**src/design/word_alu_pkg.sv**
```systemverilog
// shared constants and types for the word accumulator logic unit
package word_alu_pkg;
  localparam int unsigned WORD_WIDTH      = 16;
  localparam int unsigned MAIN_ADDR_WIDTH = 11;
  localparam int unsigned SCR_NUM_WIDTH   = 9;
  localparam int unsigned PER_NUM_WIDTH   = 6;
  localparam int unsigned MAIN_COUNT      = 1400;
  localparam int unsigned SCR_COUNT       = 300;
  localparam int unsigned PER_COUNT       = 64;
  localparam int unsigned FLAG_LESS_BIT    = 1;
  localparam int unsigned FLAG_EQUAL_BIT   = 2;
  localparam int unsigned FLAG_GREATER_BIT = 3;
  localparam logic [15:0] ACC_RESET = 16'h0000;

  typedef enum logic [3:0] {
    load_constant_word       = 4'h0,
    load_main_word           = 4'h1,
    load_scratch_word        = 4'h2,
    load_persistent_word     = 4'h3,
    compare_constant_word    = 4'h4,
    compare_main_word        = 4'h5,
    compare_scratch_word     = 4'h6,
    compare_persistent_word  = 4'h7,
    mask_with_constant_word  = 4'h8,
    mask_with_main_word      = 4'h9,
    mask_with_scratch_word   = 4'ha,
    mask_with_persistent_word = 4'hb
  } command_type;

  typedef struct packed {
    command_type                command;
    logic [WORD_WIDTH-1:0]      immediate_operand;
    logic [MAIN_ADDR_WIDTH-1:0] main_register_address;
    logic [SCR_NUM_WIDTH-1:0]   scratch_source_number;
    logic [PER_NUM_WIDTH-1:0]   persistent_register_number;
    logic [SCR_NUM_WIDTH-1:0]   scratch_result_number;
  } request_type;

  typedef struct packed {
    logic                       valid;
    logic [SCR_NUM_WIDTH-1:0]   number;
    logic [WORD_WIDTH-1:0]      data;
  } scratch_write_type;
endpackage

```
**src/design/word_accumulator_logic_unit.sv**
```systemverilog
// word accumulator datapath: load, compare and mask commands
`timescale 1ns/1ps
module word_accumulator_logic_unit
  import word_alu_pkg::*;
(
  input  wire logic                       clock,
  input  wire logic                       arst_n,
  input  wire logic                       command_valid,
  input  wire request_type                request,
  output logic [MAIN_ADDR_WIDTH-1:0]      main_read_address,
  input  wire logic [WORD_WIDTH-1:0]      main_read_data,
  output logic [SCR_NUM_WIDTH-1:0]        scratch_read_number,
  input  wire logic [WORD_WIDTH-1:0]      scratch_read_data,
  output logic [PER_NUM_WIDTH-1:0]        persistent_read_number,
  input  wire logic [WORD_WIDTH-1:0]      persistent_read_data,
  output scratch_write_type               scratch_write,
  output logic [WORD_WIDTH-1:0]           accumulator,
  output logic                            command_done,
  output logic                            operand_error
);

  // accumulator group
  logic [WORD_WIDTH-1:0] acc_reg;
  logic [WORD_WIDTH-1:0] acc_next;
  // scratch write-back group
  scratch_write_type     swr_reg;
  scratch_write_type     swr_next;
  // status pulse group
  logic                  done_reg;
  logic                  done_next;
  logic                  err_reg;
  logic                  err_next;

  // operand path and range checks
  logic [WORD_WIDTH-1:0] operand;
  logic                  main_bad;
  logic                  scr_src_bad;
  logic                  scr_dst_bad;
  logic                  per_bad;
  logic                  bad;

  // command decode
  logic                  use_main;
  logic                  use_scr_src;
  logic                  use_per;
  logic                  use_result;
  logic                  is_load;
  logic                  is_compare;
  logic                  is_mask;
  logic                  is_known;

  // comparison results
  logic                  acc_less;
  logic                  acc_equal;
  logic                  acc_greater;
  logic [WORD_WIDTH-1:0] flags;
  logic                  accept;
  logic                  proceed;

  // stores are read combinationally in the request cycle
  assign main_read_address      = request.main_register_address;
  assign scratch_read_number    = request.scratch_source_number;
  assign persistent_read_number = request.persistent_register_number;

  // every strobed cycle is one command
  assign accept  = command_valid;
  assign proceed = command_valid & ~bad;

  always_comb begin
    main_bad    = request.main_register_address >=
                  MAIN_ADDR_WIDTH'(MAIN_COUNT);
    scr_src_bad = request.scratch_source_number >= SCR_NUM_WIDTH'(SCR_COUNT);
    scr_dst_bad = request.scratch_result_number >= SCR_NUM_WIDTH'(SCR_COUNT);
    // spare top bit: a full store never wraps the limit
    per_bad     = {1'b0, request.persistent_register_number} >=
                  (PER_NUM_WIDTH + 1)'(PER_COUNT);
  end

  // command decode table
  always_comb begin
    use_main    = 1'b0;
    use_scr_src = 1'b0;
    use_per     = 1'b0;
    use_result  = 1'b0;
    is_load     = 1'b0;
    is_compare  = 1'b0;
    is_mask     = 1'b0;
    is_known    = 1'b1;

    case (request.command)
      load_constant_word: begin
        is_load = 1'b1;
      end

      load_main_word: begin
        is_load  = 1'b1;
        use_main = 1'b1;
      end

      load_scratch_word: begin
        is_load     = 1'b1;
        use_scr_src = 1'b1;
      end

      load_persistent_word: begin
        is_load = 1'b1;
        use_per = 1'b1;
      end

      compare_constant_word: begin
        is_compare = 1'b1;
        use_result = 1'b1;
      end

      compare_main_word: begin
        is_compare = 1'b1;
        use_main   = 1'b1;
        use_result = 1'b1;
      end

      compare_scratch_word: begin
        is_compare  = 1'b1;
        use_scr_src = 1'b1;
        use_result  = 1'b1;
      end

      compare_persistent_word: begin
        is_compare = 1'b1;
        use_per    = 1'b1;
        use_result = 1'b1;
      end

      mask_with_constant_word: begin
        is_mask = 1'b1;
      end

      mask_with_main_word: begin
        is_mask  = 1'b1;
        use_main = 1'b1;
      end

      mask_with_scratch_word: begin
        is_mask     = 1'b1;
        use_scr_src = 1'b1;
      end

      mask_with_persistent_word: begin
        is_mask = 1'b1;
        use_per = 1'b1;
      end

      // unknown codes are refused like bad operands
      default: begin
        is_known = 1'b0;
      end
    endcase
  end

  // only the operands a command uses can refuse it
  always_comb begin
    bad = ~is_known;
    if (use_main & main_bad) begin
      bad = 1'b1;
    end
    if (use_scr_src & scr_src_bad) begin
      bad = 1'b1;
    end
    if (use_per & per_bad) begin
      bad = 1'b1;
    end
    if (use_result & scr_dst_bad) begin
      bad = 1'b1;
    end
  end

  // operand source selection by the low two command bits
  always_comb begin
    case (request.command[1:0])
      2'b00:   operand = request.immediate_operand;
      2'b01:   operand = main_read_data;
      2'b10:   operand = scratch_read_data;
      default: operand = persistent_read_data;
    endcase
  end

  always_comb begin
    acc_less    = acc_reg < operand;
    acc_equal   = acc_reg == operand;
    acc_greater = acc_reg > operand;
  end

  // flag word, other bits stay clear
  always_comb begin
    flags                   = '0;
    flags[FLAG_LESS_BIT]    = acc_less;
    flags[FLAG_EQUAL_BIT]   = acc_equal;
    flags[FLAG_GREATER_BIT] = acc_greater;
  end

  // accumulator next value
  always_comb begin
    acc_next = acc_reg;
    if (proceed) begin
      if (is_load) begin
        acc_next = operand;
      end else if (is_mask) begin
        acc_next = acc_reg & operand;
      end
    end
  end

  // accumulator register
  always_ff @(posedge clock or negedge arst_n) begin
    if (!arst_n) begin
      acc_reg <= ACC_RESET;
    end else begin
      acc_reg <= acc_next;
    end
  end

  always_comb begin
    swr_next = '0;
    if (proceed & is_compare) begin
      swr_next.valid  = 1'b1;
      swr_next.number = request.scratch_result_number;
      swr_next.data   = flags;
    end
  end

  // write-back register, one-cycle pulse
  always_ff @(posedge clock or negedge arst_n) begin
    if (!arst_n) begin
      swr_reg <= '0;
    end else begin
      swr_reg <= swr_next;
    end
  end

  always_comb begin
    done_next = accept;
    err_next  = accept & bad;
  end

  // status register
  always_ff @(posedge clock or negedge arst_n) begin
    if (!arst_n) begin
      done_reg <= 1'b0;
      err_reg  <= 1'b0;
    end else begin
      done_reg <= done_next;
      err_reg  <= err_next;
    end
  end

  // registered outputs
  assign accumulator   = acc_reg;
  assign scratch_write = swr_reg;
  assign command_done  = done_reg;
  assign operand_error = err_reg;

endmodule

```
**config.mk**
```make
export PLATFORM = sky130hd
export DESIGN_NAME = word_accumulator_logic_unit
export DESIGN_NICKNAME = d
export VERILOG_FILES = /design/src/design/word_alu_pkg.sv /design/src/design/word_accumulator_logic_unit.sv
export SDC_FILE = /design/constraint.sdc
export NUM_CORES = 1
export LEC_CHECK = 0
export ABC_AREA = 1
export BUFFER_PORTS_ARGS = -buffer_cell sky130_fd_sc_hd__clkbuf_2
export CORE_MARGIN = 4
export CORE_UTILIZATION = 40
export DETAILED_ROUTE_END_ITERATION = 10
export PLACE_DENSITY = 0.77
export SLEW_MARGIN = 20
export SYNTH_ARGS = -nofsm -noshare
export SYNTH_HDL_FRONTEND = slang
export SYNTH_SLANG_ARGS = --single-unit
```
**constraint.sdc**
```tcl
create_clock -name clock -period 1.6 [get_ports clock]
set_input_delay 0.08 -clock clock [delete_from_list [all_inputs] [get_ports clock]]
set_output_delay 0.08 -clock clock [all_outputs]
set_load 0.005 [all_outputs]
```
==> impl_summary.txt, run 1 <==
----------------------------------------------------
[Run status]
  Status ... complete, but fails checks
  Violations in the final reports ... negative setup slack

[Clocking]
  Number of H-tree levels ... 2
  Number of clock sinks ... 31
  Inserted Clock Buffers ... 5
  Insertion delay to the later sink of the worst-skew pair ... approximately 0.28 ns
  Clock tree from TritonCTS ... built
  Clock Pin Slew Worst Setup and Hold Paths ... 0.07 ns
  Maximum clock insertion buffer count ... 2
  CTS root buf ... sky130_fd_sc_hd__clkbuf_8

[Routing]
  Final routed wirelength across all metal layers ... a little under 9000 um
  Drt first-iter violations ... 68
  Number of nets still failing antenna checks after routing ... 0
  Drt pass-1 iters ... 4
  DR DRC count ... 0
  Routed wire per std cell ... approximately 13 um
  Number of vias in the routed layout ... approximately 3200
  Post-DR vias/cell ... about 4.8

[Layout]
  Fill count ... around 650
  Footprint of the multi-input gates ... approximately 1900 um^2
  P&R area growth vs syn ... 43.6%
  Share of cells above drive strength 1 ... roughly 48%
  Commonest non-fill, non-tap cell in the layout ... sky130_fd_sc_hd__clkbuf_2
  Final standard cell utilization of the core ... 59.0%
  Diodes inserted ... 0
  Commonest non-fill, non-tap cells in the layout ... 138 x sky130_fd_sc_hd__clkbuf_2, 106 x sky130_fd_sc_hd__nand2_1, 39 x sky130_fd_sc_hd__buf_4, 37 x sky130_fd_sc_hd__inv_1, 30 x sky130_fd_sc_hd__dfrtp_1
  Post-layout net count ... around 700
  Area used by sequential logic in the layout ... between 700 and 800 um^2

[Die]
  Die ar. ... between 8000 and 9000 um^2
  Effective utilization at floorplan ... roughly 41%
  Floorplan die height ... 94.3 um
  Number of top-level pins ... around 180
  Area of the core ... approximately 7300 um^2
  Standard-cell rows ... 31
  Floorplan die width ... ~94 um

[Synth]
  Number of warning messages in the yosys log ... 0
  Synth Area in Adders ... a little over an eighth
  Post-synthesis xor/xnor area fraction ... 0%
  Post-synthesis register bit count ... 31
  Simple-Gate Fraction of Synth Area ... roughly 30%
  Mux cell area share after synthesis ... 0%
  Portion of the post-synthesis area used by sequential elements ... 26.0%
  Synth Area in Compound Gates ... 11.6%
  Combinational family with the most area after synthesis ... simple AND/OR/NAND/NOR gates
  Synthesized area per cell ... approximately 7.3 um^2
  Post-synthesis cell count ... approximately 410
  Number of distinct library cells after synthesis ... 34
  Cell area after synthesis ... between 2000 and 3000 um^2

[Critical path]
  Internal reg-to-reg setup slack ... -0.04 ns
  WP data arrival ... 1.87 ns
  Kind of critical path ... in -> reg
  Chain of cells forming the critical path ... clkbuf_16, inv_4, nor2_4, buf_4, nand2_1, nand3_1, o21ai_2, inv_1, ha_1, nor2_2, nand3b_1, nor2_2, nand2_1, nand2_1, nand2_1, nor2_1
  Worst Path Required ... around 1.8 ns
  CP peak stage delay ... about 0.24 ns
  CP startpoint ... request[51]
  R2r startpoint ... accumulator[11]
  Worst Path Max Fanout ... 8
  Most frequent cell on the critical path ... sky130_fd_sc_hd__nand2_1
  Setup crit start kind ... input port
  Reg2Reg Depth ... 9
  CP max stage cell ... sky130_fd_sc_hd__ha_1
  Critical path capture point type ... flop
  Reg-to-reg critical path endpoint ... scratch_write[3]

[Global route]
  Number of global-route vias before repair ... about 3200
  Leftover overflow at the end of global routing ... 0
  Overall routing resource usage ... between 15 and 20%
  Initial antenna violation count ... 0
  Maximum number of pins on one net before global-route repair ... 32
  First-pass GRT wire length ... 13700 um

[Timing]
  Endpoints failing setup ... 1
  Post-route minimum period ... 1.67 ns
  Final critical-path setup slack ... -0.0697 ns
  Worst hold margin ... 0.0222 ns
  Top achievable clock speed ... roughly 600 MHz
  Final clock skew ... approximately 0.0086 ns
  Endpoints failing hold ... 0
  Portion of the clock cycle consumed by the worst path in the final layout ... 104%
  Slew Viols, Final ... 0
  Total Negative Setup Slacks ... -0.0697 ns
  Unrepaired setup endpoints after global routing ... true

[Worst hold path]
  Hold Path Sink ... scratch_write[20]
  Worst hold path startpoint ... request[4]
  Instance count along the most critical hold path ... 3
  Hold Crit Class ... in -> reg

[Pwr]
  Power per unit of standard cell area ... around 700 nW/um^2
  Worst IR Drop VDD ... slightly below 0.0007 V
  Leakage Power ... around 2.5 nW

[Placement]
  HPWL reported at the end of detailed placement ... between 6000 and 7000 um
  Count of port buffers added during placement ... 140
  Routability congestion estimate from global placement ... 0.910

[Job]
  Total of max-cap violations ... 0

----------------------------------------------------
[flip-flops by register name, indices dropped and copies added, names as in the netlist]
signal / count
accumulator: 16
command_done: 1
operand_error: 1
scratch_write: 13
[area by class of cell]
type                       count  share of cell area, %
clock inverter                 2                  0.819
timing repair buffer         189                   28.1
sequential                    31                   18.2
clock buffer                   6                   1.93
multi-input combinational    288                   43.9
inverter                      47                   4.18
tap                           99                   2.90
[layer usage]
metal  track usage (%)  routed length (um)  vias up
met4              6.02                 197        0
met3              4.57                 669       20
met1              20.5                3330     1472
li1                  -                   -     1543
met2              37.0                4700      152
met5                 0                   0        -
[worst max-delay path by stage]
stage	slack (ns)	to
2_1_floorplan	-0.14	scratch_write[3]
3_3_place_gp	-0.35	scratch_write[3]
3_5_place_dp	-0.47	scratch_write[3]
4_1_cts	-0.009	scratch_write[3]
5_1_grt	-0.14	scratch_write[3]
6_report	-0.07	scratch_write[3]
[Yosys cell counts (all sizes together)]
library cell,n,area [um^2]
nand2,114,440
nand3,33,178
a21oi,7,35.0
clkinv,1,3.75
buf,49,384
dfrtp,31,776
a21boi,1,11.3
conb,1,3.75
o21bai,3,22.5
a22oi,1,7.51
and3b,1,8.76
nand4,1,12.5
clkbuf,4,15.0
ha,31,388
and3,1,11.3
nand3b,2,15.0
inv,46,173
o21ai,47,269
or2,2,12.5
nor2,29,205
nor3b,1,7.51
[stage by stage]
step                total power (W)  cells  cell area [um^2]  setup WS [ns]
global placement            0.00196    645              3840         -0.353
CTS                         0.00293    662              4170       -0.00939
floorplan                   0.00155    418              3060         -0.136
finish                      0.00299    662              4280        -0.0697
detailed placement          0.00200    645              3840         -0.472
global route                0.00321    662              4280         -0.143
[report_power, final]
| group | internal (W) | switching, W |
|---|---|---|
| logic | 0.000601 | 0.000637 |
| clock network | 0.000504 | 0.000296 |
| registers | 0.000865 | 0.0000889 |
[cell families (layout without fill, tap and decap cells)]
logic type,after synthesis,after routing
other cells,1,13
fa+ha+maj,31,31
buf+inv,100,244
simple gates,184,185
flops,31,31
compound gates,59,59
[critical path: cells and delay by family]
| family | cells | cell delay, ns |
|---|---|---|
| and+or+nand+nor | 10 | 1.05 |
| buffers and inverters | 4 | 0.41 |
| adders and majority gates | 1 | 0.24 |
| AOI/OAI and AO/OA | 1 | 0.08 |
[timing repair]
action | in CTS | in global routing
hold buffers | 2 | 0
cloned | 2 | 0
setup endpoints to repair | 3 | 3
resized for setup | 37 | 28
setup buffers | 5 | 1
pin swaps | 24 | 14
endpoints found under the hold margin | 32 | 0
Power figures use the tool's default switching activity.
==> inputs of run 2 (changes only) <==
ABC_AREA = 0   (was 1)
CORE_UTILIZATION = 39   (was 40)
PLACE_DENSITY = 0.78   (was 0.77)
==> impl_summary.txt, run 2 <==
----------------------------------------------------
[Run status]
  Status ... complete, but fails checks
  Violations in the final reports ... negative setup slack

[Critical path]
  CP max stage cell ... sky130_fd_sc_hd__mux4_2
  Kind of critical path ... in -> reg
  Critical path capture point type ... flop
  Reg2Reg Depth ... 6 (-3)
  Worst Path Max Fanout ... 6 (-2)
  WP data arrival ... 2.21 ns (+0.34 ns)
  CP peak stage delay ... 0.55 ns (+0.31 ns)
  Worst Path Required ... 1.76 ns (-0.04 ns)
  Setup crit start kind ... input port
  Chain of cells forming the critical path ... clkbuf_16, buf_12, mux4_2, ha_4, nor4b_4, nand4_1, or4bb_1, nand2_1, a21oi_1

[Synth]
  Top cells by area in the synthesized netlist ... sky130_fd_sc_hd__dfrtp_1 29%, sky130_fd_sc_hd__ha_1 15%, sky130_fd_sc_hd__buf_4 11%, sky130_fd_sc_hd__mux4_2 11%, sky130_fd_sc_hd__mux2i_1 6.4%
  Post-synth EDFFs ... 0 (unchanged)
  Number of warning messages in the yosys log ... 0 (unchanged)
  Portion of the post-synthesis area used by sequential elements ... 29.2% (+3.1 points)
  Yosys top cell area share ... 29.2% (+3.1 points)
  Synth area leader ... sky130_fd_sc_hd__dfrtp_1
  Async SR Flop Fraction ... 100% (unchanged)
  Synthesized area per cell ... 10.4 um^2 (+42%)
  Post-synthesis cell count ... 256 (-37%)
  Most used flip-flop cell after synthesis ... sky130_fd_sc_hd__dfrtp_1
  Most common cell in the synthesized netlist ... sky130_fd_sc_hd__buf_4
  Number of distinct library cells after synthesis ... 38 (+12%)
  Top cell types by occurrence after synthesis ... 40 x sky130_fd_sc_hd__buf_4, 31 x sky130_fd_sc_hd__dfrtp_1, 31 x sky130_fd_sc_hd__ha_1, 25 x sky130_fd_sc_hd__nor2_1, 22 x sky130_fd_sc_hd__a21oi_1
  Post-synthesis register bit count ... 31 (unchanged)
  Cell area after synthesis ... 2660 um^2 (-11%)

[Clocking]
  Inserted Clock Buffers ... 5 (unchanged)
  Number of clock sinks ... 31 (unchanged)
  CTS root buf ... sky130_fd_sc_hd__clkbuf_8
  Number of H-tree levels ... 2 (unchanged)
  Maximum clock insertion buffer count ... 2 (unchanged)
  Clock Pin Slew Worst Setup and Hold Paths ... 0.07 ns (about the same)
  Clock tree from TritonCTS ... built
  Insertion delay to the later sink of the worst-skew pair ... 0.29 ns (about the same)

[Worst hold path]
  Hold Crit Class ... in -> reg
  Instance count along the most critical hold path ... 2 (-1)

[Die]
  Floorplan die height ... 90.6 um (-4.0%)
  Effective utilization at floorplan ... 40.9% (-0.14 points)
  Standard-cell rows ... 29 (-6.5%)
  Floorplan die width ... 90.6 um (-4.0%)
  Die ar. ... 8200 um^2 (-7.8%)
  Number of top-level pins ... 176 (unchanged)
  Area of the core ... 6490 um^2 (-10%)

[Timing]
  Total Negative Setup Slacks ... -1.23 ns (-1.16 ns)
  Worst hold margin ... 0.0129 ns (-0.00937 ns)
  Final clock skew ... 0.00977 ns (+0.00113 ns)
  Endpoints failing setup ... 3 (+2)
  Endpoints failing hold ... 0 (unchanged)
  Unrepaired setup endpoints after global routing ... true
  Portion of the clock cycle consumed by the worst path in the final layout ... 128% (+24 points)
  Top achievable clock speed ... 489 MHz (-18%)
  Post-route minimum period ... 2.05 ns (+0.377 ns)
  Slew Viols, Final ... 0 (unchanged)
  Final critical-path setup slack ... -0.447 ns (-0.377 ns)

[Placement]
  HPWL reported at the end of detailed placement ... 6380 um (-7.5%)
  Routability congestion estimate from global placement ... 0.849 (-6.7%)
  Cell area after placement ... 3550 um^2 (-7.4%)
  Count of port buffers added during placement ... 140 (unchanged)
  Number of placed cells counting well taps ... 478 (-26%)

[Layout]
  Commonest non-fill, non-tap cell in the layout ... sky130_fd_sc_hd__clkbuf_2
  Diodes inserted ... 0 (unchanged)
  Number of flip-flops in the largest register ... 16 (unchanged)
  Final standard cell utilization of the core ... 60.2% (+1.2 points)
  Final instance count without filler cells ... 497 (-25%)
  Share of cells above drive strength 1 ... 54.0% (+6.3 points)
  Post-layout net count ... 556 (-20%)
  Commonest non-fill, non-tap cells in the layout ... 139 x sky130_fd_sc_hd__clkbuf_2, 42 x sky130_fd_sc_hd__buf_4, 31 x sky130_fd_sc_hd__dfrtp_1, 23 x sky130_fd_sc_hd__nor2_1, 23 x sky130_fd_sc_hd__ha_1
  P&R area growth vs syn ... 47.0%
  Layout Cell Area excl Fill ... 3910 um^2 (-8.6%)
  Fill count ... 521 (-20%)

[Routing]
  Number of vias in the routed layout ... 2501 (-22%)
  Drt pass-1 iters ... 4 (unchanged)
  Final routed wirelength across all metal layers ... 8290 um (-6.8%)
  DR DRC count ... 0 (unchanged)
  Post-DR vias/cell ... 5.03 (+4.5%)
  Number of nets still failing antenna checks after routing ... 0 (unchanged)
  Drt first-iter violations ... 124 (+82%)
  Routed wire per std cell ... 16.7 um (+24%)

[Global route]
  First-pass GRT wire length ... 13100 um (-4.5%)
  Number of global-route vias before repair ... 2644 (-16%)
  Overall routing resource usage ... 20.0% (+0.78 points)
  Leftover overflow at the end of global routing ... 0 (unchanged)
  Maximum number of pins on one net before global-route repair ... 33 (+3.1%)
  Initial antenna violation count ... 0 (unchanged)

[Pwr]
  Worst IR Drop VDD ... 0.000378 V (-45%)
  Power per unit of standard cell area ... 835 nW/um^2 (+19%)
  Leakage Power ... 2.06 nW (-16%)

[Job]
  Total of max-cap violations ... 0 (unchanged)

----------------------------------------------------
==> run 2: changes by cell type after synthesis, moves of 9 or more <==
| cell | before | now |
|---|---|---|
| sky130_fd_sc_hd__nand2_1 | 111 | 3 |
| sky130_fd_sc_hd__nand3_1 | 32 | 0 |
| sky130_fd_sc_hd__o21ai_0 | 25 | 2 |
| sky130_fd_sc_hd__inv_1 | 42 | 21 |
| sky130_fd_sc_hd__mux2i_1 | 0 | 17 |
| sky130_fd_sc_hd__a21oi_1 | 7 | 22 |
| sky130_fd_sc_hd__mux4_2 | 0 | 13 |
| sky130_fd_sc_hd__o21ai_1 | 13 | 0 |
| sky130_fd_sc_hd__and2_1 | 0 | 10 |
| sky130_fd_sc_hd__nor2_4 | 10 | 0 |
| sky130_fd_sc_hd__nor2_1 | 16 | 25 |
| sky130_fd_sc_hd__o21ai_2 | 9 | 0 |
==> run 2: what timing repair did <==
item / 4_1_cts / 5_1_grt
hold buffers: 4 / 1
pin swaps: 11 / 6
gates cloned: 1 / 0
gates resized for setup: 13 / 4
endpoints found under the setup margin: 3 / 3
hold endpoints to repair: 34 / 1
setup buffers: 4 / 1
==> run 2: metal layers <==
metal | vias up | wire length [um] | global-route usage [%]
li1 | 1175 | - | -
met1 | 1183 | 3170 | 22.9
met2 | 114 | 4260 | 35.9
met3 | 29 | 589 | 4.42
met4 | 0 | 270 | 7.91
met5 | - | 0 | 0
==> run 2: cell type report <==
| class | count | area, um^2 | share of cell area (%) |
|---|---|---|---|
| Tap cell | 77 | 96.3 | 2.47 |
| Timing Repair Buffer | 192 | 1180 | 30.3 |
| Clock inverter | 2 | 35.0 | 0.897 |
| Clock buffer | 6 | 82.6 | 2.11 |
| Sequential cell | 31 | 776 | 19.9 |
| Multi-Input combinational cell | 168 | 1650 | 42.3 |
| Inverter | 21 | 78.8 | 2.02 |
==> run 2: worst max-delay path: cells and delay by family <==
kind            cells  cell delay (ns)
mux                 1             0.55
simple gates        4             1.04
compound gates      1             0.04
buf+inv             2             0.25
fa+ha+maj           1             0.25
==> run 2: power breakdown <==
| group | internal (W) | switching, W | total, W |
|---|---|---|---|
| sequential | 0.000881 | 0.0000890 | 0.000970 |
| combinational | 0.000816 | 0.000648 | 0.00146 |
| clock | 0.000504 | 0.000323 | 0.000827 |
| total | 0.00220 | 0.00106 | 0.00326 |
==> run 2: final timing paths <==
kind                                      to           start  slack (ns)
setup / recovery            scratch_write[3]     request[51]       -0.45
hold / removal             scratch_write[22]      request[6]        0.01
setup reg to reg            scratch_write[3]  accumulator[6]       -0.29
hold reg to reg               accumulator[2]  accumulator[2]        0.67
max in group asynchronous    accumulator[10]          arst_n        0.92
min in group asynchronous  scratch_write[23]          arst_n        0.35
==> run 2: cell families after synthesis <==
group | count (synthesis) | synth area share [%]
AOI/OAI and AO/OA | 39 | 9.98
adders and majority gates | 31 | 14.6
buffers and inverters | 69 | 15.9
DFF | 31 | 29.2
muxes | 33 | 20.0
other | 1 | 0.141
and+or+nand+nor | 52 | 10.3
==> run 2: metrics by stage <==
step / worst slack (ns) / power (W)
5_1_grt: -0.520 / 0.00348
3_5_place_dp: -0.861 / 0.00226
2_1_floorplan: -0.640 / 0.00167
6_report: -0.447 / 0.00326
4_1_cts: -0.465 / 0.00320
3_3_place_gp: -0.826 / 0.00220
